`config.mk`:
```
export PLATFORM = sky130hd
export DESIGN_NAME = oscillator_pll_master_clock_config
export DESIGN_NICKNAME = d
export VERILOG_FILES = /design/src/rtl/clk_cfg_pkg.sv /design/src/rtl/oscillator_pll_master_clock_config.sv
export VERILOG_INCLUDE_DIRS = /design/src /design/src/rtl
export SDC_FILE = /design/constraint.sdc
export NUM_CORES = 1
export LEC_CHECK = 0
export BUFFER_PORTS_ARGS = -buffer_cell sky130_fd_sc_hd__buf_2
export CORE_ASPECT_RATIO = 0.7
export CORE_UTILIZATION = 45
export DETAILED_ROUTE_END_ITERATION = 12
export PLACE_DENSITY = 0.61
export SYNTH_ARGS = -nofsm -noshare
export SYNTH_HDL_FRONTEND = slang
export SYNTH_SLANG_ARGS = --single-unit
```
`constraint.sdc`:
```
create_clock -name clk_in -period 11.9 [get_ports clk_in]
set_input_delay 1.19 -clock clk_in [delete_from_list [all_inputs] [get_ports clk_in]]
set_output_delay 1.19 -clock clk_in [all_outputs]
set_load 0.01 [all_outputs]
```
`src/rtl/clk_cfg_defines.svh`:
```
`ifndef CLK_CFG_DEFINES_SVH
`define CLK_CFG_DEFINES_SVH

// Register offsets
`define OFF_PERIPH_STATUS 8'h18
`define OFF_OSC_CTRL 8'h20
`define OFF_MEASURE 8'h24
`define OFF_PLL_A 8'h28
`define OFF_PLL_B 8'h2c
`define OFF_MASTER 8'h30
`define OFF_STATUS 8'h68

// Reset values
`define RST_OSC_CTRL 32'h0000_0000
`define RST_PLL 32'h0000_3f00
`define RST_MASTER 32'h0000_0000

// Writable bits of each config register, and the periph status read mask
`define MASK_OSC_CTRL 32'h0000_ff03
`define MASK_PLL_A 32'h27ff_ffff
`define MASK_PLL_B 32'h37ff_ffff
`define MASK_MASTER 32'h0000_031f
`define MASK_PERIPH 32'hffff_fffc

// Field positions
`define MEASURE_VALID_BIT 16
`define ST_OSC_STABLE_BIT 0
`define ST_LOCK_A_BIT 1
`define ST_LOCK_B_BIT 2
`define ST_MASTER_READY_BIT 3

// Start-up count shift (times eight) and measure window count in slow clock periods
`define OSC_STARTUP_SHIFT 3
`define MEASURE_SLOW_PERIODS 16

// Reserved codes
`define CPU_DIV_RESERVED 3'h7
`define DIV2_RESERVED 2'h3

`endif

```
`src/rtl/clk_cfg_pkg.sv`:
```
package clk_cfg_pkg;

  typedef struct packed {
    logic [15:0] unused_hi;
    logic [7:0] osc_startup_count;
    logic [5:0] unused_lo;
    logic osc_bypass_select;
    logic main_osc_enable;
  } osc_cfg_type;

  typedef struct packed {
    logic [1:0] unused_top;
    logic [1:0] usb_clock_divider;
    logic unused_gap;
    logic [10:0] multiplier;
    logic [1:0] range;
    logic [5:0] lock_count;
    logic [7:0] input_divider;
  } pll_cfg_type;

  typedef struct packed {
    logic [21:0] unused_hi;
    logic [1:0] master_divider;
    logic [2:0] unused_mid;
    logic [2:0] cpu_clock_divide_ratio;
    logic [1:0] master_source_select;
  } master_cfg_type;

  typedef struct packed {
    logic [7:0] addr;
    logic [31:0] wdata;
    logic wr;
    logic rd;
  } reg_req_type;

  typedef struct packed {
    logic active;
    logic [10:0] multiplier;
    logic [1:0] range;
    logic ref_tick;
  } pll_drive_type;

  typedef enum logic [1:0] {
    osc_off,
    osc_starting,
    osc_stable
  } osc_state_type;

endpackage

```
`src/rtl/oscillator_pll_master_clock_config.sv`:
```
// How it works
// - Peripheral status bits 31:2 read clock running state; bits 1:0 read zero
// - Enable bit starts oscillator; bypass kept low
// - Stable flag rises after start-up interval
// - Bypass sets stable flag at once
// - Enable and bypass both low clear stable
// - Start-up interval is count times eight slow
// - Measure counts main cycles in sixteen slow
// - Measure valid only with oscillator on, counted
// - PLL A divider: off, bypass, divide by N
// - PLL A lock after programmed slow cycles
// - PLL A multiplier zero deactivates, else times N+1
// - PLL B divider: off, bypass, divide by N
// - PLL B lock after programmed slow cycles
// - PLL B multiplier zero deactivates, else times N+1
// - USB divider passes, halves or quarters PLL B
// - Source select: slow, main, PLL A, PLL B
// - Processor prescaler divides by powers of two
// - Master divider gives one, half or quarter
// - Stable flag reads one when oscillator stabilized
// - PLL A lock flag reads locked state
`timescale 1ns/1ps
`include "clk_cfg_defines.svh"

module oscillator_pll_master_clock_config #(
  parameter int NUM_PLL = 2,
  parameter int NUM_DIV = 5
) (
  input wire logic clk_in,
  input wire logic rst_in,
  input wire clk_cfg_pkg::reg_req_type reg_req_in,
  output logic [31:0] rdata_out,
  input wire logic slow_clk_in,
  input wire logic main_clk_in,
  input wire logic pll_a_clk_in,
  input wire logic pll_b_clk_in,
  input wire logic [31:0] peripheral_clk_running_in,
  output logic main_osc_enable_out,
  output logic osc_bypass_select_out,
  output logic main_osc_stable_flag_out,
  output logic pll_a_lock_flag_out,
  output logic pll_b_lock_flag_out,
  output clk_cfg_pkg::pll_drive_type pll_a_drive_out,
  output clk_cfg_pkg::pll_drive_type pll_b_drive_out,
  output logic [1:0] master_source_select_out,
  output logic cpu_tick_out,
  output logic master_tick_out,
  output logic usb_tick_out
);

  // Power-of-two divide code to terminal count
  function automatic logic [7:0] pow2_tc(input logic [2:0] code);
    pow2_tc = (8'h01 << code) - 8'h01;
  endfunction

  // Pin synchronisers and rising edge ticks
  logic [3:0] pin_raw;
  logic [3:0] sync1_q;
  logic [3:0] sync2_q;
  logic [3:0] sync3_q;
  logic [3:0] pin_tick;
  logic slow_tick;
  logic main_tick;

  assign pin_raw = {pll_b_clk_in, pll_a_clk_in, main_clk_in, slow_clk_in};

  genvar g;
  generate
    for (g = 0; g < 4; g++) begin : g_sync
      always_ff @(posedge clk_in or posedge rst_in) begin
        if (rst_in) begin
          sync1_q[g] <= 1'b0;
          sync2_q[g] <= 1'b0;
          sync3_q[g] <= 1'b0;
        end else begin
          sync1_q[g] <= pin_raw[g];
          sync2_q[g] <= sync1_q[g];
          sync3_q[g] <= sync2_q[g];
        end
      end
      assign pin_tick[g] = sync2_q[g] & ~sync3_q[g];
    end
  endgenerate

  assign slow_tick = pin_tick[0];
  assign main_tick = pin_tick[1];

  // Register decode
  logic wr_osc;
  logic wr_master;
  logic [NUM_PLL-1:0] wr_pll;

  assign wr_osc = reg_req_in.wr && reg_req_in.addr == `OFF_OSC_CTRL;
  assign wr_master = reg_req_in.wr && reg_req_in.addr == `OFF_MASTER;
  assign wr_pll[0] = reg_req_in.wr && reg_req_in.addr == `OFF_PLL_A;
  assign wr_pll[1] = reg_req_in.wr && reg_req_in.addr == `OFF_PLL_B;

  // Oscillator control register
  clk_cfg_pkg::osc_cfg_type osc_q;

  always_ff @(posedge clk_in or posedge rst_in) begin
    if (rst_in) begin
      osc_q <= clk_cfg_pkg::osc_cfg_type'(`RST_OSC_CTRL);
    end else if (wr_osc) begin
      osc_q <= clk_cfg_pkg::osc_cfg_type'(
        reg_req_in.wdata & `MASK_OSC_CTRL);
    end
  end

  // Oscillator start-up sequencer
  clk_cfg_pkg::osc_state_type osc_state_q;
  logic [10:0] startup_cnt_q;
  logic [10:0] startup_target;
  logic osc_on;

  assign startup_target =
    {3'h0, osc_q.osc_startup_count} << `OSC_STARTUP_SHIFT;
  assign osc_on = osc_q.main_osc_enable | osc_q.osc_bypass_select;

  always_ff @(posedge clk_in or posedge rst_in) begin
    if (rst_in) begin
      osc_state_q <= clk_cfg_pkg::osc_off;
      startup_cnt_q <= 11'h000;
    end else begin
      unique case (osc_state_q)
        clk_cfg_pkg::osc_off: begin
          startup_cnt_q <= 11'h000;
          if (osc_q.osc_bypass_select) begin
            osc_state_q <= clk_cfg_pkg::osc_stable;
          end else if (osc_q.main_osc_enable) begin
            osc_state_q <= clk_cfg_pkg::osc_starting;
          end
        end
        clk_cfg_pkg::osc_starting: begin
          if (!osc_on) begin
            osc_state_q <= clk_cfg_pkg::osc_off;
          end else if (osc_q.osc_bypass_select) begin
            osc_state_q <= clk_cfg_pkg::osc_stable;
          end else if (startup_cnt_q >= startup_target) begin
            osc_state_q <= clk_cfg_pkg::osc_stable;
          end else if (slow_tick) begin
            startup_cnt_q <= startup_cnt_q + 11'h001;
          end
        end
        clk_cfg_pkg::osc_stable: begin
          if (!osc_on) begin
            osc_state_q <= clk_cfg_pkg::osc_off;
          end
        end
      endcase
    end
  end

  assign main_osc_stable_flag_out =
    osc_state_q == clk_cfg_pkg::osc_stable;
  assign main_osc_enable_out = osc_q.main_osc_enable;
  assign osc_bypass_select_out = osc_q.osc_bypass_select;

  // Main clock frequency measurement
  logic [3:0] window_q;
  logic [15:0] main_cnt_q;
  logic [15:0] freq_q;
  logic freq_valid_q;
  logic meas_armed_q;
  logic [15:0] main_cnt_next;

  assign main_cnt_next = main_cnt_q + {15'h0000, main_tick};

  always_ff @(posedge clk_in or posedge rst_in) begin
    if (rst_in) begin
      window_q <= 4'h0;
      main_cnt_q <= 16'h0000;
      freq_q <= 16'h0000;
      freq_valid_q <= 1'b0;
      meas_armed_q <= 1'b0;
    end else if (!main_osc_stable_flag_out) begin
      window_q <= 4'h0;
      main_cnt_q <= 16'h0000;
      meas_armed_q <= 1'b0;
      if (!osc_on) begin
        freq_valid_q <= 1'b0;
      end
    end else if (!meas_armed_q) begin
      // Open the window on a slow edge so it spans whole periods
      meas_armed_q <= slow_tick;
    end else if (slow_tick) begin
      window_q <= window_q + 4'h1;
      if (window_q == 4'(`MEASURE_SLOW_PERIODS - 1)) begin
        freq_q <= main_cnt_next;
        freq_valid_q <= 1'b1;
        main_cnt_q <= 16'h0000;
      end else begin
        main_cnt_q <= main_cnt_next;
      end
    end else begin
      main_cnt_q <= main_cnt_next;
    end
  end

  // PLL configuration and lock counters
  clk_cfg_pkg::pll_cfg_type pll_q [NUM_PLL];
  logic [5:0] lock_cnt_q [NUM_PLL];
  logic [NUM_PLL-1:0] lock_q;
  logic [NUM_PLL-1:0] pll_active;
  logic [NUM_PLL-1:0] pll_tick;
  logic [31:0] pll_mask [NUM_PLL];

  assign pll_mask[0] = `MASK_PLL_A;
  assign pll_mask[1] = `MASK_PLL_B;

  generate
    for (g = 0; g < NUM_PLL; g++) begin : g_pll
      always_ff @(posedge clk_in or posedge rst_in) begin
        if (rst_in) begin
          pll_q[g] <= clk_cfg_pkg::pll_cfg_type'(`RST_PLL);
        end else if (wr_pll[g]) begin
          pll_q[g] <= clk_cfg_pkg::pll_cfg_type'(
            reg_req_in.wdata & pll_mask[g]);
        end
      end

      always_ff @(posedge clk_in or posedge rst_in) begin
        if (rst_in) begin
          // Start from the reset count so lock stays low after reset
          lock_cnt_q[g] <= 6'(`RST_PLL >> 8);
          lock_q[g] <= 1'b0;
        end else if (wr_pll[g]) begin
          lock_cnt_q[g] <= reg_req_in.wdata[13:8];
          lock_q[g] <= 1'b0;
        end else if (!lock_q[g]) begin
          if (lock_cnt_q[g] == 6'h00) begin
            lock_q[g] <= 1'b1;
          end else if (slow_tick) begin
            lock_cnt_q[g] <= lock_cnt_q[g] - 6'h01;
          end
        end
      end

      // Zero multiplier or zero input divider stops the PLL
      assign pll_active[g] = pll_q[g].multiplier != 11'h000 &&
        pll_q[g].input_divider != 8'h00;
      assign pll_tick[g] = pin_tick[g+2] & pll_active[g];
    end
  endgenerate

  assign pll_a_lock_flag_out = lock_q[0];
  assign pll_b_lock_flag_out = lock_q[1];

  // Master clock configuration
  clk_cfg_pkg::master_cfg_type mck_q;
  logic mck_ready_q;

  always_ff @(posedge clk_in or posedge rst_in) begin
    if (rst_in) begin
      mck_q <= clk_cfg_pkg::master_cfg_type'(`RST_MASTER);
    end else if (wr_master) begin
      mck_q <= clk_cfg_pkg::master_cfg_type'(
        reg_req_in.wdata & `MASK_MASTER);
    end
  end

  // Source clock tick select
  logic src_tick;

  always_comb begin
    unique case (mck_q.master_source_select)
      2'h0: src_tick = slow_tick;
      2'h1: src_tick = main_tick;
      2'h2: src_tick = pll_tick[0];
      2'h3: src_tick = pll_tick[1];
    endcase
  end

  assign master_source_select_out = mck_q.master_source_select;

  // Tick dividers: ref A, ref B, processor, master, USB
  logic [NUM_DIV-1:0] div_in;
  logic [NUM_DIV-1:0] div_en;
  logic [7:0] div_tc [NUM_DIV];
  logic [7:0] div_cnt_q [NUM_DIV];
  logic [NUM_DIV-1:0] div_out_q;

  assign div_in[0] = main_tick;
  assign div_en[0] = pll_q[0].input_divider != 8'h00;
  assign div_tc[0] = pll_q[0].input_divider - 8'h01;
  assign div_in[1] = main_tick;
  assign div_en[1] = pll_q[1].input_divider != 8'h00;
  assign div_tc[1] = pll_q[1].input_divider - 8'h01;
  assign div_in[2] = src_tick;
  assign div_en[2] =
    mck_q.cpu_clock_divide_ratio != `CPU_DIV_RESERVED;
  assign div_tc[2] = pow2_tc(mck_q.cpu_clock_divide_ratio);
  assign div_in[3] = div_out_q[2];
  assign div_en[3] = mck_q.master_divider != `DIV2_RESERVED;
  assign div_tc[3] = pow2_tc({1'b0, mck_q.master_divider});
  assign div_in[4] = pll_tick[1];
  assign div_en[4] =
    pll_q[1].usb_clock_divider != `DIV2_RESERVED;
  assign div_tc[4] = pow2_tc({1'b0, pll_q[1].usb_clock_divider});

  generate
    for (g = 0; g < NUM_DIV; g++) begin : g_div
      always_ff @(posedge clk_in or posedge rst_in) begin
        if (rst_in) begin
          div_cnt_q[g] <= 8'h00;
          div_out_q[g] <= 1'b0;
        end else if (!div_en[g]) begin
          div_cnt_q[g] <= 8'h00;
          div_out_q[g] <= 1'b0;
        end else if (div_in[g]) begin
          if (div_cnt_q[g] >= div_tc[g]) begin
            div_cnt_q[g] <= 8'h00;
            div_out_q[g] <= 1'b1;
          end else begin
            div_cnt_q[g] <= div_cnt_q[g] + 8'h01;
            div_out_q[g] <= 1'b0;
          end
        end else begin
          div_out_q[g] <= 1'b0;
        end
      end
    end
  endgenerate

  assign cpu_tick_out = div_out_q[2];
  assign master_tick_out = div_out_q[3];
  assign usb_tick_out = div_out_q[4];

  // Master ready drops on reconfiguration unless a master tick lands in that cycle, returns on next master tick
  always_ff @(posedge clk_in or posedge rst_in) begin
    if (rst_in) begin
      mck_ready_q <= 1'b1;
    end else if (div_out_q[3]) begin
      mck_ready_q <= 1'b1;
    end else if (wr_master) begin
      mck_ready_q <= 1'b0;
    end
  end

  // Drive words toward the analog PLLs
  assign pll_a_drive_out.active = pll_active[0];
  assign pll_a_drive_out.multiplier = pll_q[0].multiplier;
  assign pll_a_drive_out.range = pll_q[0].range;
  assign pll_a_drive_out.ref_tick = div_out_q[0];
  assign pll_b_drive_out.active = pll_active[1];
  assign pll_b_drive_out.multiplier = pll_q[1].multiplier;
  assign pll_b_drive_out.range = pll_q[1].range;
  assign pll_b_drive_out.ref_tick = div_out_q[1];

  // Read path
  logic [31:0] rd_mux;

  always_comb begin
    rd_mux = 32'h0000_0000;
    unique case (reg_req_in.addr)
      `OFF_PERIPH_STATUS:
        rd_mux = peripheral_clk_running_in & `MASK_PERIPH;
      `OFF_OSC_CTRL: rd_mux = 32'(osc_q);
      `OFF_MEASURE: begin
        rd_mux[15:0] = freq_q;
        rd_mux[`MEASURE_VALID_BIT] = freq_valid_q;
      end
      `OFF_PLL_A: rd_mux = 32'(pll_q[0]);
      `OFF_PLL_B: rd_mux = 32'(pll_q[1]);
      `OFF_MASTER: rd_mux = 32'(mck_q);
      `OFF_STATUS: begin
        rd_mux[`ST_OSC_STABLE_BIT] = main_osc_stable_flag_out;
        rd_mux[`ST_LOCK_A_BIT] = lock_q[0];
        rd_mux[`ST_LOCK_B_BIT] = lock_q[1];
        rd_mux[`ST_MASTER_READY_BIT] = mck_ready_q;
      end
      default: rd_mux = 32'h0000_0000;
    endcase
  end

  always_ff @(posedge clk_in or posedge rst_in) begin
    if (rst_in) begin
      rdata_out <= 32'h0000_0000;
    end else if (reg_req_in.rd) begin
      rdata_out <= rd_mux;
    end
  end

endmodule
```
==> results.yml, run 1 <==
timing:
  finalCriticalPeriod_ns: 3.79
  finClkSkew_ns: 0.0153
  fmax_ghz: 0.264
  setup_viol: 0
  fin_crit_sh_pct: 31.9
  maxSlewViolCount: 0
  tightestPinTransition_ns: 1.22
  relSlewSlack_pct: 18.8
  timing.final.hold_violations: 0
  rsz0062_at_grt: "no"
  setup_tns_ns: 0
cts:
  cts_hold_buf: 0
  clkLatencyLatePin_ns: 0.53
  cts_tree: "built"
  cts-resized-gates: 0
  cts_max_level: 1
  clkSlewWorstSetupHoldPaths_ns: 0.06
  clk_path_buf_depth: 3
  post-cts-setup-buffers: 0
  cts_root_buf: "clkbuf_16"
  cts_sinks: 229
  cts-buffers-inserted: 25
global_route:
  grt.met1_usage_pct: 35.8
  top_usage_layer: "met1"
  grt_pass1_vias: 9161
  grt_usage_pct: 23.8
  grt_pass1_wl_um: 51900
  met2_usage_pct: 34.5
  gr-usage-met3_pct: 5.90
  antenna_found_initial: 9
  gr-total-overflow: 0
  grt_max_degree: 118
die:
  io_pins: 152
  die_x_um: 200
  row_count: 50
  die_h_um: 140
  dieArea_um2: 28000
  core_area_um2: 26800
  start_util_pct: 45.9
logic_synthesis:
  synthFlopType: "dfrtp_1"
  ys_types: 72
  synth_area_um2: 12300
  avgSynthCellArea_um2: 9.27
  yosys.area.top_type_share_pct: 41.5
  synthCells: 1325
  yosysWarnings: 0
  synth_area_leader_cell: "dfrtp_1"
  yosys-top-cells-count: "259 x nand2_1, 204 x dfrtp_1, 76 x inv_1"
  ys_seq_area_share_pct: 46.9
  syn-num-nets: 1469
  async_flop_share_pct: 100
  synthTopCellsByArea: "dfrtp_1 42%, nand2_1 7.9%, ha_1 6.5%"
  synth_edf_count: 0
  synth.most_common_cell: "nand2_1"
  yosys_register_bits: 229
route:
  drtPass1Iterations: 6
  antenna_left: 0
  vias: 10031
  drc: 0
  viasPerCell: 5.51
  routed_wl_um: 33300
  drt_iter0_drc: 743
  routedWlPerCell_um: 18.3
setup_path:
  crit_slowest_cell: "nor4b_4"
  crit_arrival_ns: 2.60
  worstSetupEndpointType: "output pin"
  startpoint_type: "flip-flop"
  cp_cell_sequence: "or4_4 > nor4b_4 > nor2_1 > buf_2"
  critical_path_class: "flip-flop to output pin"
  reg2regPathDepth: 10
  path_max_fanout: 15
  worstPathRequired_ns: 10.71
  cp.depth: 4
  path_buf_inv: 1
  crit_family: "simple AND/OR/NAND/NOR gates"
  slowest_delay_ns: 0.72
layout:
  layout-drive-gt1-share_pct: 18.7
  layout.cells.non_filler: 1820
  finish.utilization_pct: 52.5
  area_growth_pct: 14.5
  nets: 1576
place:
  io_buffers: 146
  place_hpwl_um: 23400
  dp.cells: 1769
  place_congestion: 0.833
power:
  p_leak_nw: 6.65
  vdd_drop_max_mv: 0.0862
  pwr_density_cell_nw_per_um2: 149
run:
  drv_cap: 0
worst_hold_path:
  hold_depth: 0
  worstHoldPathType: "flip-flop to flip-flop"
outcome:
  outcome: "completed"
[layer usage]
metal	share of wire, %	routed length (µm)
met1	48	15900
met2	42	14000
met3	8.5	2830
met4	1.6	537
met5	0.11	35
[cells in the final DEF, fill, tap and decap left out, drive strengths merged, types with 5 or more instances in the layout]
master	netlist	routed
mux2	20	20
buf	51	157
a22oi	5	5
a31oi	15	15
nor4b	5	5
a22o	16	16
and2	5	5
nor2	76	76
nand2	261	261
a21oi	60	60
nor3	27	27
nand3	42	42
mux2i	12	12
inv	76	78
xnor2	31	31
and3	24	24
a222oi	12	12
or2	13	13
or3	14	14
a221oi	5	5
dfrtp	204	204
nor2b	6	6
a211o	5	5
nor4	9	9
nor3b	9	9
o31ai	14	14
xor2	14	14
ha	64	64
o21ai	59	59
nand2b	21	21
diode	0	5
nand3b	5	5
a21o	9	9
dfstp	25	25
nand4	6	6
o22ai	35	35
clkbuf	26	37
[worst register-to-register path, stage by stage, from the launching register on]
cell and delay, ns:
dfrtp_1 0.35, nand2b_1 0.33, inv_1 0.40, ha_1 0.28, ha_1 0.24, nand3_1 0.21, nor3_1 0.63, nor3b_1 0.46
o21ai_0 0.14, nand2_1 0.10, o21ai_0 0.07
[flip-flops by register name, summed over array words and instances, names as in the netlist, 4 cells and up]
signal	cells
div_cnt_q	40
osc_q	8
window_q	4
pll_a_drive_out	14
mck_q	5
sync2_q	4
pll_b_drive_out	14
lock_cnt_q	12
sync1_q	4
sync3_q	4
pll_q	31
rdata_out	32
freq_q	16
main_cnt_q	16
startup_cnt_q	11
[cell families after synthesis]
family	after synthesis	share of synthesized area, %
mux	32	2.81
flops	229	46.9
compound gates	266	14.1
xor+xnor	45	3.21
buf+inv	155	5.93
fa+ha+maj	64	6.52
other cells	1	0.0305
simple gates	533	20.5
[final timing paths]
check,startpoint,slack [ns],end
worst max-delay path,pll_q[35],8.11,pll_a_drive_out[14]
worst min-delay path,sync1_q[1],0.35,sync2_q[1]
worst max register to register,sync3_q[1],8.57,main_cnt_q[12]
worst min register to register,sync1_q[1],0.35,sync2_q[1]
max in group asynchronous,rst_in,9.74,div_cnt_q[11]
min in group asynchronous,rst_in,0.80,div_cnt_q[21]
[area by class of cell]
class	count	area, µm²
antenna	5	12.5
tap	364	455
sequential	229	5760
timing repair buffer	157	813
inverter	78	300
multi-input combinational	941	5810
fill	2548	12700
clock inverter	9	158
clock buffer	37	761
[power by group]
group | total, mW | leakage (nW) | switching [mW] | internal, mW
logic | 0.333 | 3.18 | 0.201 | 0.132
clock network | 0.859 | 0.451 | 0.329 | 0.530
registers | 0.899 | 3.03 | 0.0582 | 0.841
total | 2.09 | 6.65 | 0.588 | 1.50
[stage by stage]
step           setup WS, ns  hold WS, ns  power, mW  instance area, µm²
4_1_cts                8.12        0.348       2.11               14100
2_1_floorplan          4.48        0.331       1.14               12300
5_1_grt                7.97        0.350       2.20               14100
6_report               8.11        0.349       2.09               14100
3_5_place_dp           8.09        0.336       1.24               13100
3_3_place_gp           8.11        0.334       1.23               13100
(Power assumes the default switching activity.)
==> run 2, diff against run 1 <==
--- a/config.mk
+++ b/config.mk
@@ -10,7 +10,7 @@
 export CORE_ASPECT_RATIO = 0.7
 export CORE_UTILIZATION = 45
 export DETAILED_ROUTE_END_ITERATION = 12
-export PLACE_DENSITY = 0.61
+export PLACE_DENSITY = 0.64
 export SYNTH_ARGS = -nofsm -noshare
 export SYNTH_HDL_FRONTEND = slang
 export SYNTH_SLANG_ARGS = --single-unit
==> constraint.sdc (replaced) <==
create_clock -name clk_in -period 3.4 [get_ports clk_in]
set_input_delay 0.34 -clock clk_in [delete_from_list [all_inputs] [get_ports clk_in]]
set_output_delay 0.34 -clock clk_in [all_outputs]
set_load 0.01 [all_outputs]
==> results.yml, run 2 (synthesis results as in run 1) <==
layout:
  area_growth_pct: 15.0
  layout-drive-gt1-share_pct: 19.5
  nets: 1599
  mostFrequentLayoutCells: "259 x nand2_1, 204 x dfrtp_1, 146 x buf_2"
  reg_top3: "div_cnt_q (40), rdata_out (32), pll_q (31)"
  mostFrequentLayoutCell: "nand2_1"
  layout.cells.non_filler: 1842
  finish.utilization_pct: 52.8
  final_cell_area_um2: 14100
  largest_reg_flops: 40
  regMostFlops: "div_cnt_q"
cts:
  cts-resized-gates: 0
  cts-buffers-inserted: 25
  cts_max_level: 1
  cts_tree: "built"
  cts_sinks: 229
  cts_root_buf: "clkbuf_16"
  clk_path_buf_depth: 3
  clkLatencyLatePin_ns: 0.53
  clkSlewWorstSetupHoldPaths_ns: 0.06
setup_path:
  crit_top_cell: "ha_1"
  path_max_fanout: 10
  worstPathRequired_ns: 3.85
  crit_arrival_ns: 3.40
  worstSetupEndpointType: "flip-flop"
  slowest_delay_ns: 0.42
  cp_cell_sequence: "and2_1 > inv_1 > ha_1 > ha_1 > o41a_1 > a311o_1 > nor3_4 > a41oi_1 > a31oi_1"
  startpoint_type: "flip-flop"
  crit_slowest_cell: "a311o_1"
  reg2reg_slack_ns: 0.46
  critical_path_class: "flip-flop to flip-flop"
timing:
  finalCriticalPeriod_ns: 2.94
  rsz0062_at_grt: "no"
  setup_viol: 0
  relSlewSlack_pct: 17.0
  setup_tns_ns: 0
  fin_crit_sh_pct: 86.6
  finClkSkew_ns: 0.0149
  tightestPinTransition_ns: 1.24
  timing.final.hold_violations: 0
  fmax_ghz: 0.340
  maxSlewViolCount: 0
place:
  place_hpwl_um: 24700
  dp.cells: 1787
  place_congestion: 0.839
  dpl-instance-area_um2: 13300
  io_buffers: 146
outcome:
  outcome: "completed"
route:
  antenna_left: 0
  vias: 10268
  routedWlPerCell_um: 18.4
  drtPass1Iterations: 6
  drt_iter0_drc: 730
  routed_wl_um: 33900
  drc: 0
  viasPerCell: 5.57
die:
  io_pins: 152
  die_h_um: 140
  die_x_um: 200
  row_count: 50
  core_area_um2: 26800
  start_util_pct: 45.9
  dieArea_um2: 28000
global_route:
  gr-total-overflow: 0
  grt_pass1_wl_um: 53700
  grt_max_degree: 63
  antenna_found_initial: 6
  grt_usage_pct: 24.4
  grt_pass1_vias: 9688
worst_hold_path:
  worstHoldPathType: "input pin to flip-flop"
power:
  pwr_density_cell_nw_per_um2: 489
  p_leak_nw: 6.71
  vdd_drop_max_mv: 0.322
run:
  drv_cap: 0
[run 2: cell types whose count changed in the layout (fill, tap and decap cells not counted), moves of 2 or more]
cell | before | now
clkbuf_1 | 3 | 6
dlygate4sd3_1 | 0 | 5
clkbuf_8 | 9 | 3
bufinv_16 | 4 | 0
inv_8 | 2 | 0
buf_4 | 11 | 26
clkinv_2 | 2 | 9
buf_12 | 0 | 3
[run 2: power breakdown]
group | internal (mW) | switching [mW]
Sequential | 2.94 | 0.205
Clock | 1.42 | 1.13
Combinational | 0.494 | 0.712
Total | 4.86 | 2.05
[run 2: final timing paths]
kind                                     start             endpoint  depth (start not counted)
worst max-delay path                 pll_q[28]         div_cnt_q[7]                          9
worst min-delay path            reg_req_in[26]  pll_a_drive_out[11]                          3
worst max register to register       pll_q[28]         div_cnt_q[7]                          9
worst min register to register      sync1_q[1]           sync2_q[1]                          0
max in group asynchronous               rst_in        lock_cnt_q[0]                          3
min in group asynchronous               rst_in        div_cnt_q[13]                          2
[run 2: repair_timing]
item,CTS,global route
hold endpoints to repair,5,0
setup buffers,0,0
hold buffers,5,0
[run 2: per-stage QoR]
step	total power [mW]	setup slack (ns)	hold WS, ns
2_1_floorplan	3.99	0.0864	0.331
3_3_place_gp	4.34	0.510	0.334
6_report	6.91	0.455	0.0180
3_5_place_dp	4.39	0.476	0.338
4_1_cts	6.96	0.468	0.000888
5_1_grt	7.26	0.252	0.0165
[run 2: final cells by class]
cell class                 count  area (µm²)
tap                          364         455
clock buffer                  34         689
multi-input combinational    941        5810
clock inverter                12        70.1
inverter                      78         297
timing repair buffer         180        1040
sequential                   229        5760
fill                        2458       12600
antenna                        4        10.0
[run 2: critical path: cells and delay by family (launching register included)]
kind                     cells  cell delay [ns]
AND/OR/NAND/NOR              2             0.73
AO/OA/AOI/OAI                4             1.10
adder cells (fa/ha/maj)      2             0.49
flip-flops                   1             0.41
buffers and inverters        1             0.15
[run 2: per-layer routing]
metal / global-route usage, % / part of all wire (%)
met3: 3.35 / 7.0
met5: 0 / 0.038
met1: 37.3 / 48
met2: 36.5 / 43
met4: 5.62 / 1.9
